File: config.mk
export PLATFORM = sky130hd
export DESIGN_NAME = device_interrupt_enable_mask
export DESIGN_NICKNAME = d
export VERILOG_FILES = /design/src/verilog/irq_enable_pkg.sv /design/src/verilog/handshake_filter.sv /design/src/verilog/device_interrupt_enable_mask.sv
export SDC_FILE = /design/constraint.sdc
export NUM_CORES = 1
export LEC_CHECK = 0
export BUFFER_PORTS_ARGS = -buffer_cell sky130_fd_sc_hd__clkbuf_2
export CAP_MARGIN = 10
export CORE_AREA = 10 10 94 129
export CTS_CLUSTER_DIAMETER = 200
export DETAILED_ROUTE_END_ITERATION = 8
export DIE_AREA = 0 0 104 139
export GPL_TIMING_DRIVEN = 0
export PLACE_DENSITY_LB_ADDON = 0.15
export SETUP_SLACK_MARGIN = 0.5
export SLEW_MARGIN = 20
export SYNTH_ARGS = -nofsm -noshare
export SYNTH_HDL_FRONTEND = slang
export SYNTH_HIERARCHICAL = 1
export SYNTH_SLANG_ARGS = --single-unit
File: constraint.sdc
create_clock -name mclk_in -period 2.46 [get_ports mclk_in]
set_clock_uncertainty 0.1 [all_clocks]
set_input_delay 0.369 -clock mclk_in [delete_from_list [all_inputs] [get_ports mclk_in]]
set_output_delay 0.369 -clock mclk_in [all_outputs]
set_load 0.05 [all_outputs]
File: src/verilog/irq_enable_pkg.sv
// Constants and types for the device interrupt enable mask.
// Contract
// Every endpoint has its own receive and transmit interrupt enable bit.
// A cleared global enable in the mode register suppresses every interrupt.
// ACK or NAK handshakes raise endpoint interrupts, filtered by a debug mode field.
// Data IN handshakes use transmit enables and the data IN mode field.
// Data OUT handshakes use receive enables and the data OUT mode field.
// All control endpoint handshakes use the control mode field.
// A USB bus reset clears every enable bit except the bus reset enable.
// The enable register is a read/write word at 14h, resetting to zero.
// Data endpoint n transmit enable sits at bit 2n+11, receive at 2n+10.
// Bit 11 enables control IN, bit 10 enables control OUT interrupts.
// Bit 8 enables an interrupt on set-up data reception.
// Bit 7 enables an interrupt on a VBUS polarity change.
// Bit 6 enables an interrupt on a DMA status change.
// Bit 5 enables an interrupt on a high-speed status change.
// Bit 4 enables resume and bit 3 enables suspend interrupts.
// Bit 2 enables pseudo SOF and bit 1 enables SOF interrupts.
// Bit 0 enables an interrupt on a detected bus reset.
// Software keeps bits 31 to 26 and bit 9 at their reset value.
// Mode 00 all ACK/NAK, 01 ACK only, 1x ACK plus first NAK; the code also passes NYET on OUT except control OUT in 0x.
// Enabling global with a pending unmasked interrupt asserts the output at once.
// A source requests only when its event occurs and its enable is one.
package irq_enable_pkg;
  localparam logic [7:0] MODE_OFFSET = 8'h0c;
  localparam logic [7:0] CONF_OFFSET = 8'h10;
  localparam logic [7:0] ENABLE_OFFSET = 8'h14;
  localparam logic [7:0] PENDING_OFFSET = 8'h18;
  localparam int GLOBAL_BIT = 3;
  localparam logic [7:0] MODE_RESET = 8'h00;
  localparam logic [7:0] CONF_RESET = 8'hfc;
  localparam logic [7:0] CONF_BUS_RESET_MASK = 8'hfc;
  localparam int CTRL_MODE_LSB = 6;
  localparam int IN_MODE_LSB = 4;
  localparam int OUT_MODE_LSB = 2;
  localparam logic [31:0] ENABLE_RESET = 32'h0000_0000;
  localparam logic [31:0] ENABLE_VALID_MASK = 32'h03ff_fdff;
  localparam logic [31:0] ENABLE_BUS_RESET_KEEP = 32'h0000_0001;
  localparam int BUS_RESET_BIT = 0;
  localparam int SETUP_BIT = 8;
  localparam int EP_RX_BASE = 10;
  localparam int EP_TX_BASE = 11;
  localparam logic [1:0] MODE_ALL = 2'h0;
  localparam logic [1:0] MODE_ACK_ONLY = 2'h1;
  typedef enum logic [1:0] {HS_ACK, HS_NAK, HS_NYET} hs_kind_t;
endpackage

File: src/verilog/handshake_filter.sv
// Debug mode filter that turns endpoint handshakes into interrupt events.
`timescale 1ns/1ps
`default_nettype none
module handshake_filter
  import irq_enable_pkg::*;
(
  // Clock and reset.
  input wire logic mclk_in,
  input wire logic reset_in,
  // Handshake from the serial interface engine.
  input wire logic hs_valid_in,
  input wire logic [2:0] hs_endpoint_in,
  input wire logic hs_in_dir_in,
  input wire logic hs_setup_in,
  input wire logic [1:0] hs_kind_in,
  // Mode fields.
  input wire logic [1:0] ctrl_mode_in,
  input wire logic [1:0] in_mode_in,
  input wire logic [1:0] out_mode_in,
  // Filtered event.
  output logic fire_out,
  output logic [2:0] endpoint_out,
  output logic in_dir_out,
  output logic setup_out
);
  logic [15:0] acked_q;
  logic [3:0] idx;
  logic [1:0] mode;
  logic pass;
  hs_kind_t kind;

  always_comb begin
    kind = hs_kind_t'(hs_kind_in);
    idx = {hs_endpoint_in, hs_in_dir_in & ~hs_setup_in};
    if (hs_endpoint_in == 3'h0) begin
      mode = ctrl_mode_in;
    end else if (hs_in_dir_in) begin
      mode = in_mode_in;
    end else begin
      mode = out_mode_in;
    end
    unique case (kind)
      HS_ACK: pass = 1'b1;
      HS_NYET: pass = (hs_endpoint_in != 3'h0) && !hs_in_dir_in && !mode[1] ? 1'b1 : mode[1] && !hs_in_dir_in;
      HS_NAK: pass = mode[1] ? acked_q[idx] : (mode == MODE_ALL);
      default: pass = 1'b0;
    endcase
  end

  always_ff @(posedge mclk_in) begin
    if (reset_in) begin
      acked_q <= 16'h0000;
    end else if (hs_valid_in) begin
      if (hs_kind_t'(hs_kind_in) == HS_ACK) begin
        acked_q[idx] <= 1'b1;
      end else if (hs_kind_t'(hs_kind_in) == HS_NAK) begin
        acked_q[idx] <= 1'b0;
      end
    end
  end

  always_ff @(posedge mclk_in) begin
    if (reset_in) begin
      fire_out <= 1'b0;
      endpoint_out <= 3'h0;
      in_dir_out <= 1'b0;
      setup_out <= 1'b0;
    end else begin
      fire_out <= hs_valid_in && pass;
      endpoint_out <= hs_endpoint_in;
      in_dir_out <= hs_in_dir_in;
      setup_out <= hs_setup_in;
    end
  end
endmodule
`default_nettype wire

File: src/verilog/device_interrupt_enable_mask.sv
// Interrupt enable mask with Avalon-MM register access and a gated interrupt line.
`timescale 1ns/1ps
`default_nettype none
module device_interrupt_enable_mask
  import irq_enable_pkg::*;
(
  // Clock and reset.
  input wire logic mclk_in,
  input wire logic reset_in,
  // Avalon-MM slave.
  input wire logic [7:0] avs_address_in,
  input wire logic avs_read_in,
  input wire logic avs_write_in,
  input wire logic [31:0] avs_writedata_in,
  input wire logic [3:0] avs_byteenable_in,
  output logic [31:0] avs_readdata_out,
  output logic avs_waitrequest_out,
  // Bus events, one-cycle pulses in enable bit order 7 to 0.
  input wire logic [7:0] bus_event_in,
  input wire logic setup_received_in,
  // Handshake from the serial interface engine.
  input wire logic hs_valid_in,
  input wire logic [2:0] hs_endpoint_in,
  input wire logic hs_in_dir_in,
  input wire logic hs_setup_in,
  input wire logic [1:0] hs_kind_in,
  // Interrupt request.
  output logic irq_out
);
  logic [7:0] mode_q;
  logic [7:0] conf_q;
  logic [31:0] enable_q;
  logic [31:0] pending_q;
  logic [31:0] events;
  logic [31:0] clear_mask;
  logic bus_reset;
  logic wr_take;
  logic rd_take;
  logic filt_fire;
  logic [2:0] filt_endpoint;
  logic filt_in_dir;
  logic filt_setup;

  function automatic logic [31:0] merge_bytes(input logic [31:0] old_v, input logic [31:0] new_v,
                                              input logic [3:0] be);
    logic [31:0] res;
    res = old_v;
    for (int b = 0; b < 4; b++) begin
      if (be[b]) begin
        res[8*b +: 8] = new_v[8*b +: 8];
      end
    end
    return res;
  endfunction

  function automatic logic [31:0] endpoint_bit(input logic [2:0] ep, input logic in_dir);
    logic [31:0] res;
    res = 32'h0000_0000;
    if (in_dir) begin
      res[EP_TX_BASE + 2 * int'(ep)] = 1'b1; // see
    end else begin
      res[EP_RX_BASE + 2 * int'(ep)] = 1'b1; // see
    end
    return res;
  endfunction

  // The waitrequest flop drops for one cycle after each request is seen.
  always_ff @(posedge mclk_in) begin
    if (reset_in) begin
      avs_waitrequest_out <= 1'b1;
    end else begin
      avs_waitrequest_out <= !((avs_read_in || avs_write_in) && avs_waitrequest_out);
    end
  end

  assign wr_take = avs_write_in && !avs_waitrequest_out;
  assign rd_take = avs_read_in && avs_waitrequest_out;
  assign bus_reset = bus_event_in[BUS_RESET_BIT];

  // Read data are loaded while the request waits, so they stand with waitrequest low.
  always_ff @(posedge mclk_in) begin
    if (reset_in) begin
      avs_readdata_out <= 32'h0000_0000;
    end else if (rd_take) begin
      unique case (avs_address_in)
        MODE_OFFSET: avs_readdata_out <= {24'h000000, mode_q};
        CONF_OFFSET: avs_readdata_out <= {24'h000000, conf_q};
        ENABLE_OFFSET: avs_readdata_out <= enable_q;
        PENDING_OFFSET: avs_readdata_out <= pending_q;
        default: avs_readdata_out <= 32'h0000_0000;
      endcase
    end
  end

  // Mode register holding the global enable.
  always_ff @(posedge mclk_in) begin
    if (reset_in) begin
      mode_q <= MODE_RESET;
    end else if (wr_take && avs_address_in == MODE_OFFSET && avs_byteenable_in[0]) begin
      mode_q <= avs_writedata_in[7:0];
    end
  end

  // Configuration register holding the handshake mode fields.
  always_ff @(posedge mclk_in) begin
    if (reset_in) begin
      conf_q <= CONF_RESET;
    end else if (bus_reset) begin
      conf_q <= conf_q | CONF_BUS_RESET_MASK;
    end else if (wr_take && avs_address_in == CONF_OFFSET && avs_byteenable_in[0]) begin
      conf_q <= avs_writedata_in[7:0];
    end
  end

  // Enable register; unused bits always hold zero.
  always_ff @(posedge mclk_in) begin
    if (reset_in) begin
      enable_q <= ENABLE_RESET;
    end else if (bus_reset) begin
      enable_q <= enable_q & ENABLE_BUS_RESET_KEEP;
    end else if (wr_take && avs_address_in == ENABLE_OFFSET) begin
      enable_q <= merge_bytes(enable_q, avs_writedata_in, avs_byteenable_in) & ENABLE_VALID_MASK;
    end
  end

  handshake_filter u_filter (
    .mclk_in(mclk_in),
    .reset_in(reset_in),
    .hs_valid_in(hs_valid_in),
    .hs_endpoint_in(hs_endpoint_in),
    .hs_in_dir_in(hs_in_dir_in),
    .hs_setup_in(hs_setup_in),
    .hs_kind_in(hs_kind_in),
    .ctrl_mode_in(conf_q[CTRL_MODE_LSB +: 2]),
    .in_mode_in(conf_q[IN_MODE_LSB +: 2]),
    .out_mode_in(conf_q[OUT_MODE_LSB +: 2]),
    .fire_out(filt_fire),
    .endpoint_out(filt_endpoint),
    .in_dir_out(filt_in_dir),
    .setup_out(filt_setup)
  );

  // Source events: bus events 7 to 0, set-up at 8, endpoints at 10 to 25.
  always_comb begin
    events = {24'h000000, bus_event_in}; // see see see see see
    events[SETUP_BIT] = setup_received_in;
    if (filt_fire) begin
      if (filt_setup && filt_endpoint == 3'h0) begin
        events[SETUP_BIT] = 1'b1;
      end else begin
        events = events | endpoint_bit(filt_endpoint, filt_in_dir); // see see
      end
    end
    clear_mask = 32'h0000_0000;
    if (wr_take && avs_address_in == PENDING_OFFSET) begin
      clear_mask = merge_bytes(32'h0000_0000, avs_writedata_in, avs_byteenable_in);
    end
  end

  // Pending flags set only for enabled sources; a new event wins over a clear.
  always_ff @(posedge mclk_in) begin
    if (reset_in) begin
      pending_q <= 32'h0000_0000;
    end else begin
      pending_q <= (pending_q & ~clear_mask) | (events & enable_q);
    end
  end

  // Interrupt line gated by the global enable.
  always_ff @(posedge mclk_in) begin
    if (reset_in) begin
      irq_out <= 1'b0;
    end else begin
      irq_out <= mode_q[GLOBAL_BIT] && |(pending_q & enable_q); // see
    end
  end
endmodule
`default_nettype wire

**Word-level counts from Yosys, hierarchy flattened**

Cells that the tools add are included.

- Equality and inequality tests: 6
- Add/sub/neg operators: 2
- Reductions and logical operators: 38
- Bitwise gates (word level): 12
- $lt $le $gt $ge: 6
- Muxes and demuxes: 28

Operator list:

| cell | number |
|---|---|
| $mux W32 | 5 |
| $pmux W32 S4 | 1 |
| $and A32 B26 Y32 | 2 |
| $mux W8 | 5 |
| $and A32 B32 Y32 | 1 |
| $mux W16 | 2 |
| $not A32 Y32 | 1 |
| $or A32 B32 Y32 | 1 |
| $or A9 B32 Y32 | 1 |
| $reduce_or A32 Y1 | 1 |
| $eq A8 B5 Y1 const B | 3 |
| $mux W23 | 1 |
| $logic_and A1 B1 Y1 | 18 |
| $and A16 B16 Y16 | 1 |
| $not A16 Y16 | 1 |
| $or A16 B16 Y16 | 1 |
| $lt A5 B6 Y1 const B | 2 |
| $reduce_and A2 Y1 | 6 |
| $add A4 B4 Y5 const A | 2 |
| $demux W1 S5 | 2 |
| $ge A5 B1 Y1 const B | 2 |
| $eq A8 B4 Y1 const B | 1 |
| $mux W1 | 7 |
| $logic_not A3 Y1 | 2 |
| other kinds (17) | 23 |

- Output and inout port bits: 34
- Input port bits: 65
- Word-level logic and storage cells: 109
- Register bits: 129

**Depth between registers and ports, before layout**

- Word-level depth: 13
- Gate-level depth with buffers: 7
- Mapped depth without buffers: 5

**Hierarchy**

Netlist, hierarchy kept.

By module, submodules not included:

| module | cells each | instances | seq. area each (µm²) | area each (µm²) |
|---|---|---|---|---|
| device_interrupt_enable_mask | 510 | 1 | 2,142.1 | 4,650.7 |
| handshake_filter | 124 | 1 | 440.4 | 1,107.3 |

**Worst setup path before layout**

Ideal clock, no wire load.

- Kind: flip-flop to flip-flop
- Start: reg avs_waitrequest_out
- End: reg avs_readdata_out[15]
- Stages on the path, launching flop included: 8
- Library setup time: 0.066 ns
- Setup slack: 0.559 ns
- Period minus slack after synthesis: 1.901 ns
- Arrival time: 1.735 ns
- Data required time: 2.294 ns
- Path through: dfxtp_1 > and2_1 > buf_2 > and4_1 > buf_2 > buf_2 > a22oi_1 > nor2_1

- Cells in the longest elaborated chain, start to end: 1

Ends and longest elaborated chain:

| what | RTL line | RTL |
|---|---|---|
| start, declared | device_interrupt_enable_mask.sv:17 | `output logic avs_waitrequest_out,` |
| start signal, assigned | device_interrupt_enable_mask.sv:72 | `avs_waitrequest_out <= !((avs_read_in \|\| avs_write_in) && avs_waitrequest_out);` |
| $logic_and A1 B1 Y1 | device_interrupt_enable_mask.sv:77 | `assign rd_take = avs_read_in && avs_waitrequest_out;` |
| end signal, assigned | device_interrupt_enable_mask.sv:86 | `MODE_OFFSET: avs_readdata_out <= {24'h000000, mode_q};` |
| end signal, assigned | device_interrupt_enable_mask.sv:87 | `CONF_OFFSET: avs_readdata_out <= {24'h000000, conf_q};` |
| end signal, assigned | device_interrupt_enable_mask.sv:88 | `ENABLE_OFFSET: avs_readdata_out <= enable_q;` |
| end, declared | device_interrupt_enable_mask.sv:16 | `output logic [31:0] avs_readdata_out,` |

No other way between the ends.
A chain may end at the register's enable or synchronous reset.

**Worst setup path after layout**

- Start: in avs_address_in[4]
- End: reg pending_q[1]

- Cells in the longest elaborated chain, start to end: 6

Ends and longest elaborated chain:

| what | RTL line | RTL |
|---|---|---|
| start, declared | device_interrupt_enable_mask.sv:11 | `input wire logic [7:0] avs_address_in,` |
| $eq A8 B5 Y1 | device_interrupt_enable_mask.sv:155 | `if (wr_take && avs_address_in == PENDING_OFFSET) begin` |
| $logic_and A1 B1 Y1 | device_interrupt_enable_mask.sv:155 |  |
| $mux W32 | device_interrupt_enable_mask.sv:155 |  |
| $not A32 Y32 | device_interrupt_enable_mask.sv:165 | `pending_q <= (pending_q & ~clear_mask) \| (events & enable_q);` |
| $and A32 B32 Y32 | device_interrupt_enable_mask.sv:165 |  |
| $or A32 B32 Y32 | device_interrupt_enable_mask.sv:165 |  |
| end signal, assigned | device_interrupt_enable_mask.sv:165 |  |
| end, declared | device_interrupt_enable_mask.sv:33 | `logic [31:0] pending_q;` |

No other way between the ends.

==> flow_metrics.env <==
export IMPL_run_status="finished clean"
export IMPL_cts_setup_buffers=0
export IMPL_yosys_top_cells_count="dfxtp_1, nor2_1, nand2_1"
export IMPL_synth_largest_area_cell="dfxtp_1"
export IMPL_ff2ff_path_depth=6
export IMPL_drv_cap=0
export IMPL_tightest_slew_ps=782
export IMPL_cts_hold_buffers_added=0
export IMPL_met3WireLength_mm=1.33
export IMPL_dp_slack_ps=83.2
export IMPL_drc=0
export IMPL_p_per_area_nw_per_um2=694
export IMPL_syn_nets=699
export IMPL_gp_congestion=0.938
export IMPL_layout_drive_gt1_share_pct=21.3
export IMPL_io_pins=99
export IMPL_min_path_type="in2reg"
export IMPL_ys_async_sr_fraction_pct=0
export IMPL_setup_tns_ps=0
export IMPL_post_drt_wl_per_cell_um=19.3
export IMPL_synth_ff_latch_count=129
export IMPL_clock_sinks=129
export IMPL_cts_tree="built"
export IMPL_synth_top_family_by_area="simple AND/OR/NAND/NOR gates"
export IMPL_rows=43
export IMPL_cp_end_kind="register"
export IMPL_ys_types=52
export IMPL_syn_area_per_cell_um2=9.08
export IMPL_setup_viol=0
export IMPL_fillers=787
export IMPL_synth_seq_area_share_pct=44.9
export IMPL_worstReg2RegStart="avs_waitrequest_out"
export IMPL_p_int_uw=3790
export IMPL_fmax_mhz=536
export IMPL_cts_root_buffer="clkbuf_16"
export IMPL_hold_depth=2
export IMPL_grt_pass1_vias=5448
export IMPL_first_pass_iters=5
export IMPL_grt_ovfl_total=0
export IMPL_switching_power_uw=1070
export IMPL_ir_drop_mv=0.643
export IMPL_cts_max_level=4
export IMPL_seqPwrFrac_pct=43.4
export IMPL_via_per_inst=6.04
export IMPL_wl_met1_mm=6.40
export IMPL_dieArea_um2=14500
export IMPL_grt_start_max_net_pins=17
export IMPL_power_leakage_uw=0.00303
export IMPL_swShare_pct=22.0
export IMPL_drt_iter0_drc=383
export IMPL_period_share_pct=75.8
export IMPL_top_layer="met4"
export IMPL_ant_nets=0
export IMPL_pwr_share_clk_pct=50.7
export IMPL_route_met2_wl_mm=8.78
export IMPL_finalHoldViolations=0
export IMPL_antenna_found_initial=0
export IMPL_reg2reg_to="conf_q[1]"
export IMPL_drv_slew=0
export IMPL_synth_edff_count=0
export IMPL_routed_wl_mm=17.3
export IMPL_critPathMaxFanout=10
export IMPL_p_comb_share_pct=5.9
export IMPL_synth_area_mux_share_pct=11.4
export IMPL_crit_type="in2reg"
export IMPL_dp_final_hpwl_mm=12.9
export IMPL_antenna_cells=0
export IMPL_clockBufferDepth=2
export IMPL_coreArea_um2=9790
export IMPL_die_h_um=139
export IMPL_synth_area_leaders="dfxtp_1, mux2i_1, a22oi_1"
export IMPL_synth_xor_area_share_pct=0
export IMPL_nets=816
export IMPL_ff2ff_setup_slack_ps=600
export IMPL_numCtsBuffers=17
export IMPL_ys_warn_count=6
export IMPL_io_buffers=98
export IMPL_die_x_um=104
export IMPL_start_util_pct=58.8
export IMPL_ys_flop_type="dfxtp_1"
export IMPL_synth_simple_area_share_pct=22.3
export IMPL_layout_setup_ws_ps=596
export IMPL_vias=5415
export IMPL_rsz0062_at_grt="false"
export IMPL_cts_clk_slew_worst_paths_ps=60
export IMPL_holdPathEnd="pending_q[31]"
export IMPL_synth_fa_ha_area_share_pct=0
export IMPL_grt_pass1_wl_mm=28.0
export IMPL_cp_start_kind="input pin"
export IMPL_min_from="avs_writedata_in[31]"
export IMPL_synth_top_area_share_pct=44.9
export IMPL_insertion_delay_ps=420
export IMPL_required_ps=2630
export IMPL_synthCells=634
export IMPL_relSlewSlack_pct=47.9
export IMPL_synth_compound_area_share_pct=18.1
export IMPL_grt_usage_pct=23.8
export IMPL_areaGrowthSynthToFinish_pct=21.5
export IMPL_synth_most_common_cell="dfxtp_1"
export IMPL_fin_crit_ps=1860
export IMPL_cp_arrival_ps=2040
export IMPL_syn_area_um2=5760
kinds of logic after synthesis:
logic type / count (synthesis)
flip-flops: 129
AND/OR/NAND/NOR: 247
buffers and inverters: 46
AO/OA/AOI/OAI: 151
multiplexers: 61
metal layers:
metal  GRT usage (%)  vias to the layer above
met5               0                        -
met4            14.3                        0
met3            5.81                       59
met2            41.7                      266
met1            25.3                     2544
li1                -                     2546
worst max-delay path: stages:
cell and delay [ps]:
clkbuf_2 210, nor4b_4 590, nand3_2 400, o21ai_0 350
a21oi_1 110
cell type report:
| class | instances | area, um^2 | area share [%] |
|---|---|---|---|
| Inverter | 4 | 15.0 | 0.215 |
| Tap cell | 135 | 169 | 2.41 |
| Multi-Input combinational cell | 459 | 2980 | 42.6 |
| Buffer | 42 | 189 | 2.70 |
| Clock inverter | 7 | 110 | 1.57 |
| Clock buffer | 23 | 458 | 6.54 |
| Timing Repair Buffer | 98 | 490 | 7.01 |
| Sequential cell | 129 | 2580 | 36.9 |
power groups by stage:
stage	combinational [uW]	sequential (uW)	clock, uW
detailed placement	279	2150	0
finish	287	2110	2470
floorplan	136	2150	0
CTS	281	2110	2470
global route	308	2110	2570
global placement	275	2150	0
placed cells by master, fill, tap and decap left out, types with 8 or more instances in the layout:
master     count
a22o_1        19
nor2_1        77
clkbuf_16     17
nand3_1       23
buf_2         13
nand3b_1      13
o21ai_0       21
and3b_1        8
a22oi_1       40
clkbuf_1      26
and3_1         9
nand2_1       68
clkbuf_2     101
mux2i_1       58
dfxtp_1      128
nor2b_1       10
a21oi_1       34
how the worst max path moves through the flow:
stage / from / to / slack [ps] / cells after the start
6_report: avs_address_in[4] / pending_q[1] / 600 / 5
5_1_grt: avs_waitrequest_out / conf_q[1] / 520 / 6
4_1_cts: avs_waitrequest_out / conf_q[1] / 580 / 6
3_5_place_dp: reset_in / enable_q[1] / 80 / 6
3_3_place_gp: reset_in / enable_q[12] / 110 / 6
2_1_floorplan: avs_waitrequest_out / avs_readdata_out[15] / 560 / 7
metrics by stage:
| step | power, uW | std cells | utilization, % | area, um^2 | hold slack, ps |
|---|---|---|---|---|---|
| after global routing | 4980 | 897 | 71.5 | 7000 | 22.9 |
| after detailed placement | 2430 | 867 | 65.5 | 6420 | 322 |
| after global placement | 2430 | 867 | 65.5 | 6420 | 321 |
| after floorplan | 2290 | 634 | - | 5760 | 312 |
| after CTS | 4860 | 897 | 71.4 | 6990 | 11.9 |
| final | 4860 | 897 | 71.5 | 7000 | 16.4 |
what timing repair did:
item                       4_1_cts  5_1_grt
hold endpoints to repair         0        0
gates resized for setup          3        4
setup endpoints to repair        4       25
(Power assumes the default switching activity.)
